--- config.mk ---
export PLATFORM = sky130hd
export DESIGN_NAME = ces_comm_error_supervisor
export DESIGN_NICKNAME = d
export VERILOG_FILES = /design/src/ces_step_gen.v /design/src/ces_comm_error_supervisor.v
export VERILOG_INCLUDE_DIRS = /design/src
export SDC_FILE = /design/constraint.sdc
export NUM_CORES = 1
export LEC_CHECK = 0
export ABC_AREA = 1
export BUFFER_PORTS_ARGS = -buffer_cell sky130_fd_sc_hd__buf_2
export CAP_MARGIN = 20
export CORE_MARGIN = 2
export CORE_UTILIZATION = 41
export CTS_CLUSTER_DIAMETER = 120
export DETAILED_ROUTE_END_ITERATION = 10
export GPL_ROUTABILITY_DRIVEN = 0
export PLACE_DENSITY = 0.63
export SETUP_SLACK_MARGIN = 0.05
export SYNTH_ARGS = -nofsm -noshare
export SYNTH_HDL_FRONTEND = slang
export SYNTH_SLANG_ARGS = --single-unit
--- constraint.sdc ---
create_clock -name clk_sys -period 2.5 [get_ports clk_sys]
set_input_delay 0.375 -clock clk_sys [delete_from_list [all_inputs] [get_ports clk_sys]]
set_output_delay 0.375 -clock clk_sys [all_outputs]
set_load 0.005 [all_outputs]
--- src/ces_consts.vh ---
// Constants shared by the communication error supervisor files
`ifndef CES_CONSTS_VH
`define CES_CONSTS_VH

// Setting widths and special values
`define CES_SET_W            14
`define CES_SET_DISABLE      14'h270f
`define CES_RETRY_MAX        14'h000a
`define CES_RETRY_RESET      14'h0001
`define CES_LOSS_RESET       14'h0000
`define CES_MODE_RESET       2'h0
`define CES_MODE_MAX         2'h2

// Setting select codes for the write port
`define CES_SEL_RETRY        2'h0
`define CES_SEL_LOSS         2'h1
`define CES_SEL_MODE         2'h2

// Error stop modes
`define CES_MODE_COAST       2'h0
`define CES_MODE_DECEL       2'h1
`define CES_MODE_SOFT        2'h2

// Output terminal function codes for the minor alarm
`define CES_TERM_ALARM_POS   8'h62
`define CES_TERM_ALARM_NEG   8'hc6

// Loss-check step time and system clock period
`define CES_STEP_TIME_MS     100
`define CES_CLK_PERIOD_NS    10
`define CES_STEP_CYCLES      ((`CES_STEP_TIME_MS * 1000000) / `CES_CLK_PERIOD_NS)

`endif

--- src/ces_step_gen.v ---
// Restartable step pulse generator for the loss-check timer
`timescale 1ns/100ps
`default_nettype none

module ces_step_gen #(
  parameter CYCLES = 10000000,            // Clock cycles per step
  parameter CNT_W  = 24                   // Counter width, must hold CYCLES
) (
  input  wire             clk_sys,        // System clock
  input  wire             rst_n,          // Asynchronous reset, active low
  input  wire             restart,        // Restart the step phase
  output reg              step            // One-cycle pulse per step
);

  localparam [31:0]      LAST_FULL = CYCLES - 1;            // Terminal count, integer width
  localparam [CNT_W-1:0] LAST      = LAST_FULL[CNT_W-1:0];  // Cut to counter width on purpose

  reg [CNT_W-1:0] count;                  // Cycles into current step

  // Phase restarts on each frame so a step is never cut short
  always @(posedge clk_sys or negedge rst_n)
  begin
    if (!rst_n)
    begin
      count <= {CNT_W{1'b0}};
      step  <= 1'b0;
    end
    else if (restart)
    begin
      count <= {CNT_W{1'b0}};
      step  <= 1'b0;
    end
    else if (count == LAST)
    begin
      count <= {CNT_W{1'b0}};
      step  <= 1'b1;
    end
    else
    begin
      count <= count + {{(CNT_W-1){1'b0}}, 1'b1};
      step  <= 1'b0;
    end
  end

endmodule // ces_step_gen

`default_nettype wire

--- src/ces_comm_error_supervisor.v ---
// Communication error supervisor: retry limit, signal loss check, stop mode control
`timescale 1ns/100ps
`default_nettype none
`include "ces_consts.vh"

// Behaviour
// - Retry limit 0 to 10 or 9999, reset 1
// - Errors beyond limit trip per stop mode
// - Retry 9999: no trip, raise minor alarm
// - Alarm on terminals coded 98 or 198
// - Retry counting only under computer-link protocol
// - Loss of communication trips per stop mode
// - Interval 9999 disables loss detection
// - Interval 0 trips on entering network mode
// - Trip after silence longer than interval
// - Any received frame clears loss timer
// - Timer starts at first frame in network mode
// - Stop modes: coast, decel, decel with restart
// - Settings writable only when display select zero
// - Restart resumes previous run and speed commands
// - Mode 2 error cleared mid-decel: accelerate again at once
module ces_comm_error_supervisor #(
  parameter STEP_CYCLES = `CES_STEP_CYCLES  // Clock cycles per 0.1 s step
) (
  input  wire        clk_sys,                // System clock, 100 MHz
  input  wire        rst_n,                  // Asynchronous reset, active low
  input  wire        cfgWrite,               // Setting write strobe, one cycle
  input  wire [1:0]  cfgSelect,              // Which setting to write
  input  wire [13:0] cfgData,                // Value to write
  input  wire [13:0] extendedDisplaySelect,  // Writes allowed only when zero
  input  wire        protocolModbus,         // High while Modbus-RTU selected
  input  wire        networkRunMode,         // High while network controlled run
  input  wire        frameRx,                // Frame received, any station, pulse
  input  wire        frameRxError,           // Receive error on a frame, pulse
  input  wire        decelDone,              // Ramp generator reports motor stopped
  input  wire        faultReset,             // Clears a latched trip, pulse
  input  wire [7:0]  outputTerminalSelectA,  // Function code of terminal A
  input  wire [7:0]  outputTerminalSelectB,  // Function code of terminal B
  input  wire [7:0]  outputTerminalSelectC,  // Function code of terminal C
  output reg  [13:0] retryLimitSetting,      // Current retry limit
  output reg  [13:0] lossCheckInterval,      // Current interval, 0.1 s units
  output reg  [1:0]  errorStopMode,          // Current stop mode
  output reg         cfgWriteRejected,       // Write refused, one cycle
  output reg         commFaultTrip,          // Trip indication shown
  output reg         faultOutput,            // Fault output signal
  output reg         coastRequest,           // Ask ramp to coast, level
  output reg         decelRequest,           // Ask ramp to decelerate, level
  output reg         restartRequest,         // Resume previous commands, pulse
  output reg         minorCommAlarm,         // Minor alarm, level
  output reg         terminalA,              // Output terminal A level
  output reg         terminalB,              // Output terminal B level
  output reg         terminalC               // Output terminal C level
);

  // Stop sequence states
  localparam [2:0] S_RUN       = 3'h0;   // Normal operation
  localparam [2:0] S_DECEL     = 3'h1;   // Mode 1 decelerating
  localparam [2:0] S_TRIP      = 3'h2;   // Stopped with trip latched
  localparam [2:0] S_SOFT_DEC  = 3'h3;   // Mode 2 decelerating
  localparam [2:0] S_SOFT_HOLD = 3'h4;   // Mode 2 stopped, awaiting recovery

  reg  [2:0]  state;                     // Current stop state
  reg  [2:0]  next_state;                // Next stop state
  reg  [13:0] errCount;                  // Consecutive receive errors
  reg  [13:0] lossCount;                 // Steps since last frame
  reg         lossArmed;                 // Timer running in network mode
  reg         lossFault;                 // Signal loss condition
  reg         netModeDly;                // Network mode, previous cycle
  wire        step;                      // 0.1 s step pulse
  wire        wrOk;                      // Write passes gate and range
  wire        retryActive;               // Retry checking applies
  wire        retryFault;                // Retry limit exceeded
  wire        lossEnabled;               // Loss detection switched on
  wire        netEnter;                  // Entering network run mode
  wire        faultCond;                 // Any fault condition present

  // Step timer restarts with every frame
  ces_step_gen #(
    .CYCLES (STEP_CYCLES),
    .CNT_W  (32)
  ) u_step (
    .clk_sys (clk_sys),
    .rst_n   (rst_n),
    .restart (frameRx),
    .step    (step)
  );

  // Range check per setting; 9999 accepted where it has a meaning
  assign wrOk = (extendedDisplaySelect == 14'h0000) &&
                (((cfgSelect == `CES_SEL_RETRY) &&
                  ((cfgData <= `CES_RETRY_MAX) || (cfgData == `CES_SET_DISABLE))) ||
                 ((cfgSelect == `CES_SEL_LOSS) && (cfgData <= `CES_SET_DISABLE)) ||
                 ((cfgSelect == `CES_SEL_MODE) && (cfgData <= {12'h000, `CES_MODE_MAX})));

  // Settings storage
  always @(posedge clk_sys or negedge rst_n)
  begin
    if (!rst_n)
    begin
      retryLimitSetting <= `CES_RETRY_RESET;
      lossCheckInterval <= `CES_LOSS_RESET;
      errorStopMode     <= `CES_MODE_RESET;
      cfgWriteRejected  <= 1'b0;
    end
    else
    begin
      cfgWriteRejected <= cfgWrite && !wrOk;
      if (cfgWrite && wrOk)
      begin
        case (cfgSelect)
          `CES_SEL_RETRY: retryLimitSetting <= cfgData;
          `CES_SEL_LOSS:  lossCheckInterval <= cfgData;
          `CES_SEL_MODE:  errorStopMode     <= cfgData[1:0];
          default:        cfgWriteRejected  <= 1'b1; // Unused select code
        endcase
      end
    end
  end

  // Retry counting only under the computer-link protocol
  assign retryActive = !protocolModbus;
  assign retryFault  = retryActive && (retryLimitSetting != `CES_SET_DISABLE) &&
                       (errCount > retryLimitSetting);

  // Consecutive error counter; saturates so it can never wrap to zero
  always @(posedge clk_sys or negedge rst_n)
  begin
    if (!rst_n)
      errCount <= 14'h0000;
    else if (!retryActive)
      errCount <= 14'h0000;
    else if (frameRxError)
    begin
      if (errCount != 14'h3fff)
        errCount <= errCount + 14'h0001;
    end
    else if (frameRx)
      errCount <= 14'h0000;
  end

  assign lossEnabled = (lossCheckInterval != `CES_SET_DISABLE);
  assign netEnter    = networkRunMode && !netModeDly;

  // Signal loss timer and condition
  always @(posedge clk_sys or negedge rst_n)
  begin
    if (!rst_n)
    begin
      netModeDly <= 1'b0;
      lossArmed  <= 1'b0;
      lossCount  <= 14'h0000;
      lossFault  <= 1'b0;
    end
    else
    begin
      netModeDly <= networkRunMode;
      // Timer arms at first frame inside network mode
      if (!networkRunMode || !lossEnabled)
        lossArmed <= 1'b0;
      else if (frameRx)
        lossArmed <= 1'b1;
      // Count steps of silence, cleared by any frame
      if (frameRx || !lossArmed)
        lossCount <= 14'h0000;
      else if (step && (lossCount != 14'h3fff))
        lossCount <= lossCount + 14'h0001;
      // Interval-0 entry set wins over the clear by a frame in the same cycle
      if (lossEnabled && (lossCheckInterval == 14'h0000) && netEnter)
        lossFault <= 1'b1;
      else if (lossArmed && !frameRx && (lossCheckInterval != 14'h0000) &&
               (lossCount > lossCheckInterval))
        lossFault <= 1'b1;
      else if (frameRx || !lossEnabled)
        lossFault <= 1'b0;
    end
  end

  assign faultCond = retryFault || lossFault;

  // Stop sequence transitions
  always @*
  begin
    next_state = state;
    case (state)
      S_RUN:
      begin
        if (faultCond)
        begin
          case (errorStopMode)
            `CES_MODE_COAST: next_state = S_TRIP;
            `CES_MODE_DECEL: next_state = S_DECEL;
            default:         next_state = S_SOFT_DEC;
          endcase
        end
      end
      S_DECEL:
        if (decelDone)
          next_state = S_TRIP;
      S_TRIP:
        if (faultReset)
          next_state = S_RUN; // Latched until reset by operator
      S_SOFT_DEC:
      begin
        if (!faultCond)
          next_state = S_RUN;
        else if (decelDone)
          next_state = S_SOFT_HOLD;
      end
      S_SOFT_HOLD:
        if (!faultCond)
          next_state = S_RUN;
      default:
        next_state = S_RUN;
    endcase
  end

  // Returns terminal level for a function code
  function termLevel;
    input [7:0] code;
    input       alarm;
    begin
      if (code == `CES_TERM_ALARM_POS)
        termLevel = alarm;
      else if (code == `CES_TERM_ALARM_NEG)
        termLevel = !alarm;
      else
        termLevel = 1'b0; // Other functions are driven elsewhere
    end
  endfunction

  // State register and registered outputs decoded from next state
  always @(posedge clk_sys or negedge rst_n)
  begin
    if (!rst_n)
    begin
      state          <= S_RUN;
      commFaultTrip  <= 1'b0;
      faultOutput    <= 1'b0;
      coastRequest   <= 1'b0;
      decelRequest   <= 1'b0;
      restartRequest <= 1'b0;
      minorCommAlarm <= 1'b0;
      terminalA      <= 1'b0;
      terminalB      <= 1'b0;
      terminalC      <= 1'b0;
    end
    else
    begin
      state <= next_state;
      // Mode 0 coasts and flags at once; mode 1 flags only after stop
      coastRequest  <= (next_state == S_TRIP) && (errorStopMode == `CES_MODE_COAST ||
                       state == S_TRIP ? coastRequest || state != S_TRIP : 1'b0);
      decelRequest  <= (next_state == S_DECEL) || (next_state == S_SOFT_DEC) ||
                       (next_state == S_SOFT_HOLD);
      commFaultTrip <= (next_state == S_TRIP) || (next_state == S_SOFT_HOLD);
      faultOutput   <= (next_state == S_TRIP);
      // Commands before the fault are held by the ramp; this pulse resumes them
      restartRequest <= ((state == S_SOFT_DEC) || (state == S_SOFT_HOLD)) &&
                        (next_state == S_RUN);
      // Minor alarm with the 9999 retry setting, cleared by a good frame
      if (!retryActive || retryLimitSetting != `CES_SET_DISABLE)
        minorCommAlarm <= 1'b0;
      else if (frameRxError)
        minorCommAlarm <= 1'b1;
      else if (frameRx)
        minorCommAlarm <= 1'b0;
      terminalA <= termLevel(outputTerminalSelectA, minorCommAlarm);
      terminalB <= termLevel(outputTerminalSelectB, minorCommAlarm);
      terminalC <= termLevel(outputTerminalSelectC, minorCommAlarm);
    end
  end

endmodule // ces_comm_error_supervisor

`default_nettype wire

== Word level (Yosys, flattened, before mapping) ==
Index checks and enable logic that the tools add are counted.

* Flip-flop bits (word level): 107
* Input bits: 63
* Output and inout bits: 40
* Word-level logic and storage cells: 145

* Add/subtract/negate cells: 3
* $lt $le $gt $ge: 5
* Equality and inequality tests: 25
* Multiplexer cells: 35
* Reductions and logical operators: 56

{| class="wikitable"
|+ Operator list
! cell !! number
|-
| $mux W14 || 6
|-
| $mux W32 || 2
|-
| $ne A14 B14 Y1 const B || 4
|-
| $add A32 B1 Y32 const B || 1
|-
| $eq A32 B24 Y1 const B || 1
|-
| $add A14 B1 Y14 const B || 2
|-
| $gt A14 B14 Y1 || 2
|-
| $logic_not A14 Y1 || 2
|-
| $eq A8 B7 Y1 const B || 3
|-
| $eq A8 B8 Y1 const B || 3
|-
| $mux W1 || 19
|-
| $mux W3 || 6
|-
| $logic_and A1 B1 Y1 || 17
|-
| $pmux W3 S5 || 1
|-
| $eq A14 B14 Y1 const B || 1
|-
| $le A14 B14 Y1 const B || 1
|-
| $le A14 B2 Y1 const B || 1
|-
| $le A14 B4 Y1 const B || 1
|-
| $logic_or A1 B1 Y1 || 14
|-
| $reduce_bool A14 Y1 || 1
|-
| $eq A3 B2 Y1 const B || 4
|-
| $reduce_bool A3 Y1 || 3
|-
| $logic_not A1 Y1 || 8
|-
| $reduce_and A2 Y1 || 4
|-
| 10 further kinds || 17
|}

== Logic depth before layout (Yosys ltp) ==
* Depth in word-level cells: 10
* Mapped depth: 16
* Depth with buffers taken out: 16

== Hierarchy ==
A second synthesis with hierarchy kept.

* Cell total of the unflattened synthesis: 913
* Area, all modules: 6697.7 um2

{| class="wikitable"
|+ Modules (own cells, without submodules)
! module !! instances !! cells an instance !! area an instance (um2) !! seq. area each (um2)
|-
| ces_comm_error_supervisor || 1 || 599 || 4624.4 || 1853.0
|-
| ces_step_gen || 1 || 314 || 2073.2 || 825.8
|}

== Least setup slack after synthesis ==
OpenSTA, ideal clock, no wires.

* Path type: register -> register
* Start: register retryLimitSetting[13]
* End: register coastRequest
* Arrival time: 1.767 ns
* Data required time: 2.429 ns
* Setup slack: 0.662 ns
* Cell stages (with the launch flop): 15
* Buffers on the path: 0
* Period minus slack after synthesis: 1.838 ns
* Cells stage by stage: dfrtp_1 -> inv_1 -> ha_1 -> nand2_1 -> nor2_1 -> nand3b_1 -> nor2_1 -> nor2_1 -> nand2_1 -> nand2_1 -> nand3_1 -> nand2_1 -> nor2_2 -> nand2_2 -> nor2_1

* Word-level cells in the longest chain between the ends: 8
* Elaborated cells on any way between the ends: 11
* Those cells by class: order compare: 1; eq/ne: 2; mux: 4; reduce/logical: 4

{| class="wikitable"
|+ RTL lines
! element !! RTL line !! source
|-
| start, declared || ces_comm_error_supervisor.v:40 || <nowiki>output reg [13:0] retryLimitSetting,</nowiki>
|-
| start signal, assigned || ces_comm_error_supervisor.v:100 || <nowiki>retryLimitSetting <= `CES_RETRY_RESET;</nowiki>
|-
| start signal, assigned || ces_comm_error_supervisor.v:111 || <nowiki>`CES_SEL_RETRY: retryLimitSetting <= cfgData;</nowiki>
|-
| branches (longest 2 deep; another with $gt A14 B14 Y1) || n/a ||
|-
| $logic_and A1 B1 Y1 (*) || ces_comm_error_supervisor.v:122 || <nowiki>assign retryFault = retryActive && (retryLimitSetting != `CES_SET_DISABLE) &&</nowiki>
|-
| $logic_or A1 B1 Y1 (*) || ces_comm_error_supervisor.v:178 || <nowiki>assign faultCond = retryFault || lossFault;</nowiki>
|-
| $mux W3 (on tied branches) || ces_comm_error_supervisor.v:210, ces_comm_error_supervisor.v:187, ces_comm_error_supervisor.v:204 ||
|-
| $pmux W3 S5 (*) || ces_comm_error_supervisor.v:184 || <nowiki>case (state)</nowiki>
|-
| $eq A3 B2 Y1 (*) || ces_comm_error_supervisor.v:251 || <nowiki>coastRequest <= (next_state == S_TRIP) && (errorStopMode == `CES_MODE_COAST ||</nowiki>
|-
| $logic_and A1 B1 Y1 (*) || ces_comm_error_supervisor.v:251 ||
|-
| end signal, assigned || ces_comm_error_supervisor.v:251 ||
|-
| end, declared || ces_comm_error_supervisor.v:46 || <nowiki>output reg coastRequest,</nowiki>
|}

Every way passes the cells marked *.
A chain may end at the register's enable or synchronous reset.

== Worst setup path in the final report ==
Same ends and word-level chain as after synthesis.

==> flow_summary_export.csv <==
group,metric,value,unit
synthesis,synth-edff-count,0,
synthesis,synth_top_family_by_area,"simple AND/OR/NAND/NOR gates",
cells_and_area,antenna_cells_inserted,0,
global_routing,grt_pass1_vias,5504,
setup_path,timing.critical_path.from,"retryLimitSetting[13]$_DFFE_PN0P_",
clock_tree,cts_inserted_buffers,9,
routing,antenna_left,0,
synthesis,yosys.cell_types.count,41,
power,comb_power_share,10.9,%
setup_path,required,2790,ps
sta,rsz0062_at_grt,"no",
setup_path,crit-reg2reg-launch,"retryLimitSetting[13]$_DFFE_PN0P_",
clock_tree,clock_insertion_delay_worst_skew,360,ps
cells_and_area,fillers,1621,
sta,min_period,2237,ps
clock_tree,cts_tree,"built",
sta,fmax_achieved,446.9,MHz
synthesis,adder_cell_share_of_the_synthesized_area,5.830,%
power,seq_power_share,49.6,%
setup_path,start_kind,"flop",
routing,routed_wire_length_per_instance,13.31,um
cells_and_area,areaGrowthSynthToFinish,15.93,%
clock_tree,cts_root_buf,"sky130_fd_sc_hd__clkbuf_16",
floorplan,row_count,46,
routing,drt-initial-drc-count,322,
synthesis,post_synth.cell_area_avg,7.691,um2
min_path,timing.hold.worst.start,"networkRunMode",
status,run_status,"finished, final reports clean",
placed_design,place_area,0.007405,mm2
global_routing,grt_first_pass_wirelength,27160,um
routing,detail_route.vias_per_cell,4.842,
global_routing,grt_overflow_total,0,
synthesis,synthTopCellsByArea,"sky130_fd_sc_hd__dfrtp_1 40%, sky130_fd_sc_hd__nand2_1 9.3%, sky130_fd_sc_hd__inv_1 7.5%",
power,p_leak,0.003726,uW
power,internal_power,2740,uW
synthesis,synthXorXnorAreaFrac,4.213,%
synthesis,yosysTopAreaCellShare,39.87,%
synthesis,synth_top_flop_cell,"sky130_fd_sc_hd__dfrtp_1",
run,count_of_max_cap_constraint_violations,0,
floorplan,die-height,131.4,um
sta,setup_violations,0,
synthesis,synth_largest_area_cell,"sky130_fd_sc_hd__dfrtp_1",
synthesis,asyncSetResetFlopFracSynth,100.0,%
synthesis,synth_sequential_area_ratio,40.27,%
power,max-vdd-ir-drop,0.3243,mV
placed_design,detailedPlacementHpwl,12140,um
floorplan,die_area,0.01726,mm2
routing,drc,0,
sta,report.final.slew_viol_count,0,
sta,max_slew_headroom,59.96,%
synthesis,synth_mux_area_share,0,%
power,post-layout-total-power,3679,uW
sta,worst-slew-pin-transition,599.2,ps
synthesis,synthSimpleGateAreaFrac,31.58,%
setup_path,critical_path.max_fanout,5,
clock_tree,cts_setup_buffers,0,
routing,detail_route.first_pass.iterations,4,
cells_and_area,design_area,0.007712,mm2
power,switching_share,25.50,%
routing,route.vias.total,5786,
power,net-switching-power,938.2,uW
setup_path,critical_path_arrival,2530,ps
setup_path,worstSetupEndpointType,"flop",
clock_tree,cts-root-to-sink-buffers,2,
clock_tree,post_cts_hold_buffer_count,1,
power,powerDensity,477.0,mW/mm2
synthesis,synth_warnings,0,
global_routing,antenna_violations_before_repair,1,
min_path,hold_path_class,"input pin to flop",
placed_design,io_buffers,102,
floorplan,io_pins,103,
sta,report.final.hold_viol_count,0,
power,clock_power_share,39.5,%
sta,clock_skew,6.883,ps
global_routing,grt_start_max_net_pins,84,
synthesis,synth.cell_area,0.006653,mm2
clock_tree,clk_transition_reported_paths,70,ps
cells_and_area,fraction_of_layout_cells_with_a_size_suffix_above_1,19.51,%
sta,layout_worst_path_cycle_share,89.50,%
cells_and_area,layout.cells.most_common,"sky130_fd_sc_hd__nand2_1",
setup_path,timing_worst_setup_path_type,"flop to flop",
synthesis,synthCells,865,
synthesis,synth_nets,959,
clock_tree,cts-resized-gates,0,
floorplan,design.core.area,0.01589,mm2
floorplan,chipWidth,131.4,um
synthesis,share_of_the_synthesized_area_in_compound_gates_ao_oa_aoi_oai,8.821,%
cells_and_area,nets,1068,
global_routing,groute.usage.overall,19.34,%
clock_tree,clkSinkCount,107,
cells_and_area,layout_common_cells,"164 x sky130_fd_sc_hd__nand2_1, 133 x sky130_fd_sc_hd__inv_1, 116 x sky130_fd_sc_hd__nor2_1, 106 x sky130_fd_sc_hd__dfrtp_1, 101 x sky130_fd_sc_hd__buf_2",
clock_tree,h_tree_depth,3,
sta,setup-tns-final,0,ps
routing,drt_wirelength,15910,um
synthesis,synth.ff_latch_count,107,
floorplan,initial_utilization,41.88,%
-- layout make-up --
cell class / count / area, um2 / area share [%]
Multi-Input combinational cell: 605 / 3356 / 43.51
Sequential cell: 107 / 2679 / 34.73
Timing Repair Buffer: 108 / 573.1 / 7.430
Inverter: 143 / 536.8 / 6.960
Tap cell: 216 / 270.3 / 3.504
Clock buffer: 12 / 246.5 / 3.196
Clock inverter: 4 / 51.30 / 0.6652
-- power by group through the flow --
| stage | Sequential, uW | Combinational [uW] | Clock (uW) |
|---|---|---|---|
| finish | 1820 | 402 | 1450 |
| global route | 1830 | 462 | 1570 |
| CTS | 1820 | 408 | 1500 |
| detailed placement | 1860 | 406 | 0 |
| global placement | 1860 | 402 | 0 |
| floorplan | 1850 | 228 | 0 |
-- logic make-up after synthesis --
logic type | Yosys count
adder cells (fa/ha/maj) | 31
XOR/XNOR | 32
buffers and inverters | 153
flip-flops | 107
AND/OR/NAND/NOR | 448
AO/OA/AOI/OAI | 94
-- per-stage QoR --
stage	cells	setup WS, ps	hold WS (ps)	util, %
after floorplan	865	661.5	79.41	-
after global placement	1178	321.2	307.0	46.61
after detailed placement	1178	270.2	308.5	46.61
after CTS	1195	248.7	153.7	48.55
after global routing	1195	59.84	155.6	48.55
final	1195	262.6	170.2	48.55
-- final timing paths --
check,end,slack (ps),cells after the start
setup / recovery,coastRequest$_DFF_PN0_,260,14
max in group asynchronous,u_step.count[15]$_DFF_PN0_,1280,3
hold reg to reg,u_step.count[0]$_DFF_PN0_,500,1
min in group asynchronous,coastRequest$_DFF_PN0_,470,2
hold / removal,netModeDly$_DFF_PN0_,170,1
setup reg to reg,coastRequest$_DFF_PN0_,260,14
-- per-layer routing --
metal | share of wire (%) | GRT usage, %
met4 | 2.0 | 6.763
met1 | 49 | 26.59
met2 | 45 | 30.50
met5 | 0 | 0
met3 | 4.1 | 3.819
-- flip-flops by register name, summed over array words and instances (netlist names), 2 cells and up --
name,flops
errorStopMode,2
retryLimitSetting,14
u_step.count,32
lossCount,14
errCount,14
state,3
lossCheckInterval,14
-- synthesized netlist by cell type, types with 8 or more instances --
master                      n
sky130_fd_sc_hd__inv_1    133
sky130_fd_sc_hd__o21ai_1    8
sky130_fd_sc_hd__nor2_1   116
sky130_fd_sc_hd__nand4_1   29
sky130_fd_sc_hd__o21ai_0   25
sky130_fd_sc_hd__inv_2     10
sky130_fd_sc_hd__ha_1      31
sky130_fd_sc_hd__nor4_1    19
sky130_fd_sc_hd__nor3_1    36
sky130_fd_sc_hd__o21ai_2   21
sky130_fd_sc_hd__nand3_1   43
sky130_fd_sc_hd__nand2_1  164
sky130_fd_sc_hd__xor2_1    29
sky130_fd_sc_hd__a21oi_1   26
sky130_fd_sc_hd__nand2_2   10
sky130_fd_sc_hd__dfrtp_1  106
-- worst max-delay path, cell delays in order, from the launching register on --
cell and delay (ps):
sky130_fd_sc_hd__dfrtp_1 470, sky130_fd_sc_hd__inv_1 70, sky130_fd_sc_hd__ha_1 300, sky130_fd_sc_hd__nand2_1 70, sky130_fd_sc_hd__nor2_1 210, sky130_fd_sc_hd__nand3b_1 140
sky130_fd_sc_hd__nor2_1 100, sky130_fd_sc_hd__nor2_1 50, sky130_fd_sc_hd__nand2_1 60, sky130_fd_sc_hd__nand2_1 140, sky130_fd_sc_hd__nand3_1 160, sky130_fd_sc_hd__nand2_1 80
sky130_fd_sc_hd__nor2_2 160, sky130_fd_sc_hd__nand2_2 90, sky130_fd_sc_hd__nor2_1 80
(Power assumes the default switching activity.)
